`config.mk`:
```
export PLATFORM = sky130hd
export DESIGN_NAME = cerr_regs
export DESIGN_NICKNAME = d
export VERILOG_FILES = /design/src/include/cerr_pkg.sv /design/src/hw/cerr_regs.sv
export VERILOG_INCLUDE_DIRS = /design/src /design/src/include
export SDC_FILE = /design/constraint.sdc
export NUM_CORES = 1
export LEC_CHECK = 0
export CAP_MARGIN = 30
export CORE_MARGIN = 2
export CORE_UTILIZATION = 45
export CTS_BUF_LIST = sky130_fd_sc_hd__clkbuf_8
export DETAILED_ROUTE_END_ITERATION = 8
export DONT_BUFFER_PORTS = 1
export PLACE_DENSITY = 0.6
export SETUP_SLACK_MARGIN = 0.02
export SYNTH_ARGS = -nofsm -noshare
export SYNTH_HDL_FRONTEND = slang
export SYNTH_SLANG_ARGS = --single-unit
```
`constraint.sdc`:
```
create_clock -name clk -period 1.9 [get_ports clk]
set_input_delay 0.095 -clock clk [delete_from_list [all_inputs] [get_ports clk]]
set_output_delay 0.095 -clock clk [all_outputs]
set_load 0.005 [all_outputs]
```
`src/include/cerr_defs.svh`:
```
// Offsets, field positions and reset values of the correctable error report registers.
// Assumes a 12-bit byte address from a plain register port on one core clock.
`ifndef CERR_DEFS_SVH
`define CERR_DEFS_SVH

`define CERR_ADDR_W          12
`define CERR_OFF_STATUS      12'h110
`define CERR_OFF_MASK        12'h114
`define CERR_OFF_CONTROL     12'h118
`define CERR_OFF_HDR0        12'h11c
`define CERR_OFF_HDR1        12'h120
`define CERR_OFF_HDR2        12'h124
`define CERR_OFF_HDR3        12'h128

`define CERR_BIT_RECEIVER    0
`define CERR_BIT_BAD_TLP     6
`define CERR_BIT_BAD_DLLP    7
`define CERR_BIT_ROLLOVER    8
`define CERR_BIT_TIMEOUT     12
`define CERR_BIT_ADVISORY    13
`define CERR_IMPL_MASK       32'h0000_31c1

`define CERR_STATUS_RESET    32'h0000_0000
`define CERR_MASK_RESET      32'h0000_2000

`define CERR_FEP_LSB         0
`define CERR_FEP_MSB         4
`define CERR_BIT_GEN_CAP     5
`define CERR_BIT_GEN_EN      6
`define CERR_BIT_CHK_CAP     7
`define CERR_BIT_CHK_EN      8
`define CERR_FEP_RESET       5'h00
`define CERR_CAP_RESET       1'h1
`define CERR_EN_RESET        1'h0

`endif

```
`src/include/cerr_pkg.sv`:
```
// Types shared by the correctable error report registers.
// Assumes the constants header is compiled alongside it.
package cerr_pkg;

    // One-cycle event pulses from the link and transaction layers.
    typedef struct packed {
        logic receiver_fault_flag;
        logic bad_packet_flag;
        logic bad_link_packet_flag;
        logic replay_rollover_flag;
        logic replay_timeout_flag;
        logic advisory_flag;
    } cerr_event_t;

    // First uncorrectable error report from the uncorrectable status logic.
    typedef struct packed {
        logic         valid;
        logic [4:0]   bit_pos;
        logic [127:0] header;
    } cerr_unc_t;

    // Register port request.
    typedef struct packed {
        logic        wr;
        logic        rd;
        logic [11:0] addr;
        logic [31:0] wdata;
    } cerr_bus_t;

endpackage

```
`src/hw/cerr_regs.sv`:
```
// Correctable error status, mask and control registers with header log for one switch port.
// Assumes all inputs come from logic on the core clock; rst resets everything, hot_rst
// resets only the non-sticky capable bits, which return to one.
//
// Behaviour
// - A physical-layer receiver error sets status bit 0.
// - A bad transaction layer packet sets status bit 6.
// - A bad data link layer packet sets status bit 7.
// - A replay number rollover sets status bit 8.
// - A replay timer expiry sets status bit 12.
// - An advisory non-fatal error sets status bit 13.
// - Status bits reset to zero, clear on a written one, survive hot reset, reserved read zero.
// - A set mask bit stops its event from being reported upstream, and mask bits are sticky.
// - The advisory mask bit resets to one and all other mask bits reset to zero.
// - A sticky read-only 5-bit pointer holds the position of the first uncorrectable error.
// - The generation-capable bit 5 resets to one and is writable only while unlocked.
// - Sticky enable bit 6, reset to zero, turns on CRC generation on outgoing packets while bit 5 is set.
// - The check-capable bit 7 resets to one and is writable only while unlocked.
// - Sticky enable bit 8, reset to zero, turns on CRC checking on received packets while bit 7 is set.
// - The header of the first reported uncorrectable error is held in four sticky log words.
//
// Chosen here: the plain strobed port.
`include "cerr_defs.svh"
`timescale 1ns/100ps

module cerr_regs (
    // Clock and resets
    input  wire logic                   clk,
    input  wire logic                   rst,
    input  wire logic                   hot_rst,
    // Register port
    input  wire cerr_pkg::cerr_bus_t    bus,
    output logic [31:0]                 rdata,
    // Error sources
    input  wire cerr_pkg::cerr_event_t  events,
    input  wire cerr_pkg::cerr_unc_t    unc,
    input  wire logic                   unc_rearm,
    input  wire logic                   reg_lock,
    // Upstream report and CRC datapath controls
    output logic                        cor_report,
    output logic                        irq,
    output logic                        crc_gen_on,
    output logic                        crc_chk_on
);
    import cerr_pkg::*;

    logic [31:0]  status;
    logic [31:0]  mask;
    logic [4:0]   first_error_pointer;
    logic         crc_generation_capable;
    logic         crc_generation_enable;
    logic         crc_check_capable;
    logic         crc_check_enable;
    logic [127:0] header_log;
    logic         log_held;
    logic [31:0]  event_bits;
    logic [31:0]  next_status;
    logic [31:0]  next_mask;
    logic         wr_status;
    logic         wr_mask;
    logic         wr_control;

    // Places each event pulse at its status bit position.
    function automatic logic [31:0] event_vector(input cerr_event_t ev);
        logic [31:0] v;
        v                       = 32'h0000_0000;
        v[`CERR_BIT_RECEIVER]   = ev.receiver_fault_flag;
        v[`CERR_BIT_BAD_TLP]    = ev.bad_packet_flag;
        v[`CERR_BIT_BAD_DLLP]   = ev.bad_link_packet_flag;
        v[`CERR_BIT_ROLLOVER]   = ev.replay_rollover_flag;
        v[`CERR_BIT_TIMEOUT]    = ev.replay_timeout_flag;
        v[`CERR_BIT_ADVISORY]   = ev.advisory_flag;
        return v;
    endfunction

    assign event_bits = event_vector(events);
    assign wr_status  = bus.wr && (bus.addr == `CERR_OFF_STATUS);
    assign wr_mask    = bus.wr && (bus.addr == `CERR_OFF_MASK);
    assign wr_control = bus.wr && (bus.addr == `CERR_OFF_CONTROL);

    // A set in the same cycle as a clearing write wins, so no event is lost.
    always_comb begin
        next_status = status;
        if (wr_status) begin
            next_status = status & ~bus.wdata;
        end
        next_status = (next_status | event_bits) & `CERR_IMPL_MASK;
    end

    always_comb begin
        next_mask = mask;
        if (wr_mask) begin
            next_mask = bus.wdata & `CERR_IMPL_MASK;
        end
    end

    // Sticky status: hot reset is deliberately not looked at here.
    always_ff @(posedge clk) begin
        if (rst) begin
            status <= `CERR_STATUS_RESET;
        end else begin
            status <= next_status;
        end
    end

    always_ff @(posedge clk) begin
        if (rst) begin
            mask <= `CERR_MASK_RESET;
        end else begin
            mask <= next_mask;
        end
    end

    // Upstream report is a pulse for any unmasked event of this cycle.
    always_ff @(posedge clk) begin
        if (rst) begin
            cor_report <= 1'b0;
        end else begin
            cor_report <= |(event_bits & ~mask);
        end
    end

    always_ff @(posedge clk) begin
        if (rst) begin
            irq <= 1'b0;
        end else begin
            irq <= |(status & ~mask);
        end
    end

    // The capable bits are not sticky; locked writes leave them as they are.
    always_ff @(posedge clk) begin
        if (rst || hot_rst) begin
            crc_generation_capable <= `CERR_CAP_RESET;
            crc_check_capable      <= `CERR_CAP_RESET;
        end else if (wr_control && !reg_lock) begin
            crc_generation_capable <= bus.wdata[`CERR_BIT_GEN_CAP];
            crc_check_capable      <= bus.wdata[`CERR_BIT_CHK_CAP];
        end
    end

    always_ff @(posedge clk) begin
        if (rst) begin
            crc_generation_enable <= `CERR_EN_RESET;
            crc_check_enable      <= `CERR_EN_RESET;
        end else if (wr_control) begin
            crc_generation_enable <= bus.wdata[`CERR_BIT_GEN_EN];
            crc_check_enable      <= bus.wdata[`CERR_BIT_CHK_EN];
        end
    end

    // Enables act only while the matching capability is present.
    always_ff @(posedge clk) begin
        if (rst) begin
            crc_gen_on <= 1'b0;
            crc_chk_on <= 1'b0;
        end else begin
            crc_gen_on <= crc_generation_enable && crc_generation_capable;
            crc_chk_on <= crc_check_enable && crc_check_capable;
        end
    end

    // Only the first report is kept; later ones are dropped until the owner rearms.
    always_ff @(posedge clk) begin
        if (rst) begin
            log_held            <= 1'b0;
            first_error_pointer <= `CERR_FEP_RESET;
            header_log          <= 128'h0;
        end else if (unc.valid && !log_held) begin
            log_held            <= 1'b1;
            first_error_pointer <= unc.bit_pos;
            header_log          <= unc.header;
        end else if (unc_rearm) begin
            log_held <= 1'b0;
        end
    end

    // Read data stand one cycle after the strobe; unmapped words read zero.
    always_ff @(posedge clk) begin
        if (rst) begin
            rdata <= 32'h0000_0000;
        end else if (bus.rd) begin
            unique case (bus.addr)
                `CERR_OFF_STATUS:  rdata <= status;
                `CERR_OFF_MASK:    rdata <= mask;
                `CERR_OFF_CONTROL: rdata <= {23'h0, crc_check_enable, crc_check_capable,
                                             crc_generation_enable, crc_generation_capable,
                                             first_error_pointer};
                `CERR_OFF_HDR0:    rdata <= header_log[31:0];
                `CERR_OFF_HDR1:    rdata <= header_log[63:32];
                `CERR_OFF_HDR2:    rdata <= header_log[95:64];
                `CERR_OFF_HDR3:    rdata <= header_log[127:96];
                default:           rdata <= 32'h0000_0000;
            endcase
        end else begin
            rdata <= 32'h0000_0000;
        end
    end
endmodule // cerr_regs

```
== Word level (Yosys, flattened, before mapping) ==
Cells that the tools add are included.

* Flip-flop bits (word level): 186
* Bits of input ports: 191
* Output and inout bits: 36
* Word-level logic and storage cells: 46

* Equality and inequality tests: 7
* Multiplexer cells: 4
* Bitwise logic cells: 7
* Reductions and logical operators: 14

{| class="wikitable"
|+ Operator list
! kind !! count
|-
| 32-bit case mux with 7 select lines || 1
|-
| 12-bit by 9-bit == test with 1-bit output (second input constant) || 7
|-
| 14-bit by 32-bit bitwise AND with 32-bit output || 2
|-
| 32-bit OR reduction || 2
|-
| 14-bit inverter with 32-bit output || 1
|-
| 14-bit bitwise AND || 1
|-
| 14-bit two-way mux || 1
|-
| 14-bit inverter || 1
|-
| 14-bit bitwise OR || 1
|-
| 1-bit logical AND || 7
|-
| 1-bit logical NOT || 2
|-
| 1-bit two-way mux || 2
|-
| 2-bit nonzero test || 1
|-
| 2-bit OR reduction || 1
|-
| 1-bit logical OR || 1
|-
| 1-bit inverter || 1
|}

== Longest topological paths before layout ==
* Depth in word-level cells: 4
* Depth in mapped cells: 8
* Depth with buffers taken out: 4

== Worst setup path after synthesis ==
No wires, ideal clock.

* Path kind: register to register
* Start: reg log_held
* End: reg header_log[12]
* Setup time: 70 ps
* Data arrival time: 1,378 ps
* Data required time: 1,830 ps
* Slack: 452 ps
* Stages on the path, launching flop included: 7
* Buffers on the path: 3
* Clock period less this slack: 1,448 ps
* Path through: dfxtp_1 -> nand2b_1 -> clkbuf_1 -> clkbuf_1 -> buf_1 -> nand2_1 -> a21oi_1

* Word-level cells in the longest chain between the ends: 2

{| class="wikitable"
|+ Ends and longest elaborated chain
! element !! RTL line !! text
|-
| from (decl) || cerr_regs.sv:55 || <nowiki>logic log_held;</nowiki>
|-
| from (signal assigned) || cerr_regs.sv:166 || <nowiki>log_held <= 1'b0;</nowiki>
|-
| from (signal assigned) || cerr_regs.sv:170 || <nowiki>log_held <= 1'b1;</nowiki>
|-
| from (signal assigned) || cerr_regs.sv:174 || <nowiki>log_held <= 1'b0;</nowiki>
|-
| 1-bit logical NOT || cerr_regs.sv:169 || <nowiki>end else if (unc.valid && !log_held) begin</nowiki>
|-
| 1-bit logical AND || cerr_regs.sv:169 ||
|-
| to (signal assigned) || cerr_regs.sv:172 || <nowiki>header_log <= unc.header;</nowiki>
|-
| to (decl) || cerr_regs.sv:54 || <nowiki>logic [127:0] header_log;</nowiki>
|}

Every way passes these cells.
A chain may end at the register's enable or synchronous reset.

== Worst setup path after layout ==
* Start: reg log_held
* End: reg header_log[54]

The elaborated chain is that of the path after synthesis.

==> results.json <==
{
  "outcome": "finished, final reports clean",
  "finalCritPeriodShare": 0.954,
  "synth_top_cells_by_area": "sky130_fd_sc_hd__dfxtp_1, sky130_fd_sc_hd__nand2_1, sky130_fd_sc_hd__a21oi_1",
  "gpl.final_weighted_congestion": 0.859,
  "final_layout_size_suffix_gt1_frac": 0.0809,
  "row_count": 47,
  "critical_path.slowest_cell": "sky130_fd_sc_hd__dlygate4sd3_1",
  "critPathMaxFanout": 26,
  "power.share.clock": 0.323,
  "post-synth-top-count-cell": "sky130_fd_sc_hd__nand2_1",
  "grt_first_pass_wirelength_mm": 35.6,
  "post_synth_most_frequent_cells": "sky130_fd_sc_hd__nand2_1, sky130_fd_sc_hd__dfxtp_1, sky130_fd_sc_hd__a21oi_1",
  "drt-wirelength-per-cell_um": 18.9,
  "crit_start": "log_held",
  "tightest_slew_ps": 630,
  "drt_first_pass_iters": 5,
  "post_synth_num_cell_types": 47,
  "initial_core_utilization": 0.457,
  "power.switching_mw": 1.95,
  "syn-cell-area_um2": 7490,
  "synthArstFlopShare": 0,
  "seq_power_share": 0.555,
  "synth_area_per_cell_um2": 8.37,
  "worst_setup_path_end_kind": "register",
  "globalRouteOverflowTotal": 0,
  "drv_slew": 0,
  "count_of_flip_flops_with_a_built_in_enable_after_synthesis": 0,
  "crit_path_max_incr_delay_ps": 560,
  "min-delay-start": "unc[133]",
  "path_cells": "nand2b_4 > clkbuf_16 > nand2_1 > a21oi_1 > dlygate4sd3_1",
  "cts_htree_levels": 4,
  "setup_repair_after_global_routing_missed_its_margin": "no",
  "area_occupied_by_multi_input_gates_um2": 3450,
  "drc": 0,
  "synth_top_flop_cell": "sky130_fd_sc_hd__dfxtp_1",
  "cts_root_buf": "sky130_fd_sc_hd__clkbuf_8",
  "slew_headroom": 0.577,
  "leakage_nw": 3.84,
  "post_synth_inst_count": 895,
  "worst-setup-path-type": "register to register",
  "synthesis.yosys.warnings": 0,
  "worstPathArrival_ps": 2220,
  "portBuffers": 0,
  "residual_antenna_violating_net_count_after_detailed_routing": 0,
  "dpl.hpwl_mm": 13.8,
  "power_per_cell_area_nw_per_um2": 763,
  "synth.yosys.seq_area_share": 0.497,
  "power.internal_mw": 5.59,
  "detailroute.via_count": 7084,
  "first_iter_violations": 551,
  "report.final.hold_viol_count": 0,
  "setup_total_negative_slack_ps": 0,
  "finalCriticalPeriod_ps": 1810,
  "synth_area_leader_cell": "sky130_fd_sc_hd__dfxtp_1",
  "number_of_buffers_created_by_cts": 17,
  "ir_drop_mv": 0.559,
  "power_frac_comb": 0.122,
  "clk_pin_slew_ps": 90,
  "fmaxAchievable_ghz": 0.551,
  "timing.hold.worst.class": "primary input to register",
  "n_fill_cell": 1398,
  "post-route-util": 0.602,
  "route.final.wire_length_mm": 24.0,
  "final_hold_slack_ps": 16.5,
  "worst_ep_required_time_ps": 2310,
  "synthesized_netlist_net_count": 1086,
  "area.growth.synth_to_final_pct": 31.8,
  "grt.total_usage": 0.256,
  "drv_cap": 0,
  "switching_share": 0.258,
  "chipWidth_um": 133,
  "first_global_vias": 6984,
  "pin_count": 227,
  "dieHeight_um": 133,
  "die_area_um2": 17700,
  "yosys.area.top_type_share": 0.497,
  "largest_net_degree_at_the_start_of_global_routing": 134,
  "flops_latches_synth": 186,
  "r2r_slack_ps": 90,
  "setup_viol_count_final": 0,
  "antenna_found_initial": 2,
  "cts_tree": "yes",
  "post_drt_via_cell_ratio": 5.56,
  "worst_case_clock_buffer_depth": 2,
  "fin_worst_skew_ps": 14.6,
  "sequential_area_um2": 3720,
  "critical_path.startpoint_type": "register",
  "tritoncts_num_sinks": 186,
  "fin_nets": 1230,
  "core-area_um2": 16400,
  "clk_latency_ps": 460,
  "postCtsSetupBuffers": 0,
  "timing.rr.start": "log_held"
}
-- placed cells by master (no fill, tap or decap), types with 7 or more instances in the layout --
cell,count
sky130_fd_sc_hd__mux2i_1,27
sky130_fd_sc_hd__nand2_1,270
sky130_fd_sc_hd__a222oi_1,11
sky130_fd_sc_hd__nor2_1,34
sky130_fd_sc_hd__o2bb2ai_1,15
sky130_fd_sc_hd__a22oi_2,8
sky130_fd_sc_hd__and3_1,10
sky130_fd_sc_hd__a2bb2oi_1,11
sky130_fd_sc_hd__dlygate4sd3_1,173
sky130_fd_sc_hd__buf_4,15
sky130_fd_sc_hd__a32oi_1,7
sky130_fd_sc_hd__inv_1,14
sky130_fd_sc_hd__nor2_2,9
sky130_fd_sc_hd__a21oi_1,142
sky130_fd_sc_hd__dfxtp_1,185
sky130_fd_sc_hd__clkbuf_8,21
-- layer usage --
| metal | part of all wire | track usage | vias up | wire, um |
|---|---|---|---|---|
| met5 | 0 | 0 | - | 0 |
| met2 | 0.48 | 0.431 | 292 | 11600 |
| li1 | - | - | 3358 | - |
| met3 | 0.073 | 0.0602 | 30 | 1760 |
| met4 | 0.015 | 0.0902 | 0 | 349 |
| met1 | 0.43 | 0.322 | 3404 | 10300 |
-- repair_timing --
item,CTS,global route
gates resized for setup,0,4
hold buffers,174,0
setup endpoints to repair,0,56
hold endpoints to repair,171,0
-- flip-flops by register name, summed over array words and instances (netlist names) --
name	count
log_held	1
crc_gen_on	1
first_error_pointer	5
crc_generation_capable	1
crc_check_capable	1
crc_check_enable	1
irq	1
header_log	128
crc_generation_enable	1
status	6
rdata	32
crc_chk_on	1
mask	6
cor_report	1
-- metrics by stage --
stage               setup slack (ps)  cells  power (mW)  cell area (um2)
finish                          86.7   1273        7.54             9870
floorplan                        452    895        4.71             7490
global route                    32.0   1272        7.84             9870
detailed placement               354   1062        4.80             7680
CTS                             39.6   1267        7.52             9800
global placement                 347   1062        4.77             7680
-- cell families (layout without fill, tap and decap cells) --
family | Yosys count | count (layout) | share of synthesized area
simple gates | 362 | 363 | 0.216
compound gates | 234 | 234 | 0.200
flops | 186 | 186 | 0.497
buf+inv | 85 | 240 | 0.0481
mux | 28 | 28 | 0.0391
other cells | 0 | 2 | 0
-- power groups by stage --
stage | logic (mW) | registers [mW] | clock network (mW)
after global placement | 0.514 | 4.26 | 0
after CTS | 0.868 | 4.17 | 2.48
after detailed placement | 0.534 | 4.27 | 0
after floorplan | 0.475 | 4.24 | 0
after global routing | 1.00 | 4.20 | 2.64
final | 0.922 | 4.18 | 2.44
-- final timing paths --
check	to	cells past startpoint
max	header_log[54]	5
min	header_log[49]	3
max reg2reg	header_log[54]	5
min reg2reg	header_log[64]	2
-- cell type report --
cell class / count / share of cell area
tap: 220 / 0.0279
clock buffer: 21 / 0.0293
multi-input combinational: 625 / 0.350
timing repair buffer: 196 / 0.204
inverter: 13 / 0.00494
clock inverter: 10 / 0.00684
sequential: 186 / 0.377
antenna: 2 / 0.000507
-- worst max-delay path, delay by kind of cell, from the launching register on --
| kind | cells | cell delay, ps |
|---|---|---|
| AND/OR/NAND/NOR | 2 | 360 |
| AO/OA/AOI/OAI | 1 | 160 |
| buffers and inverters | 2 | 810 |
| flip-flops | 1 | 410 |
Power figures use the tool's default switching activity.
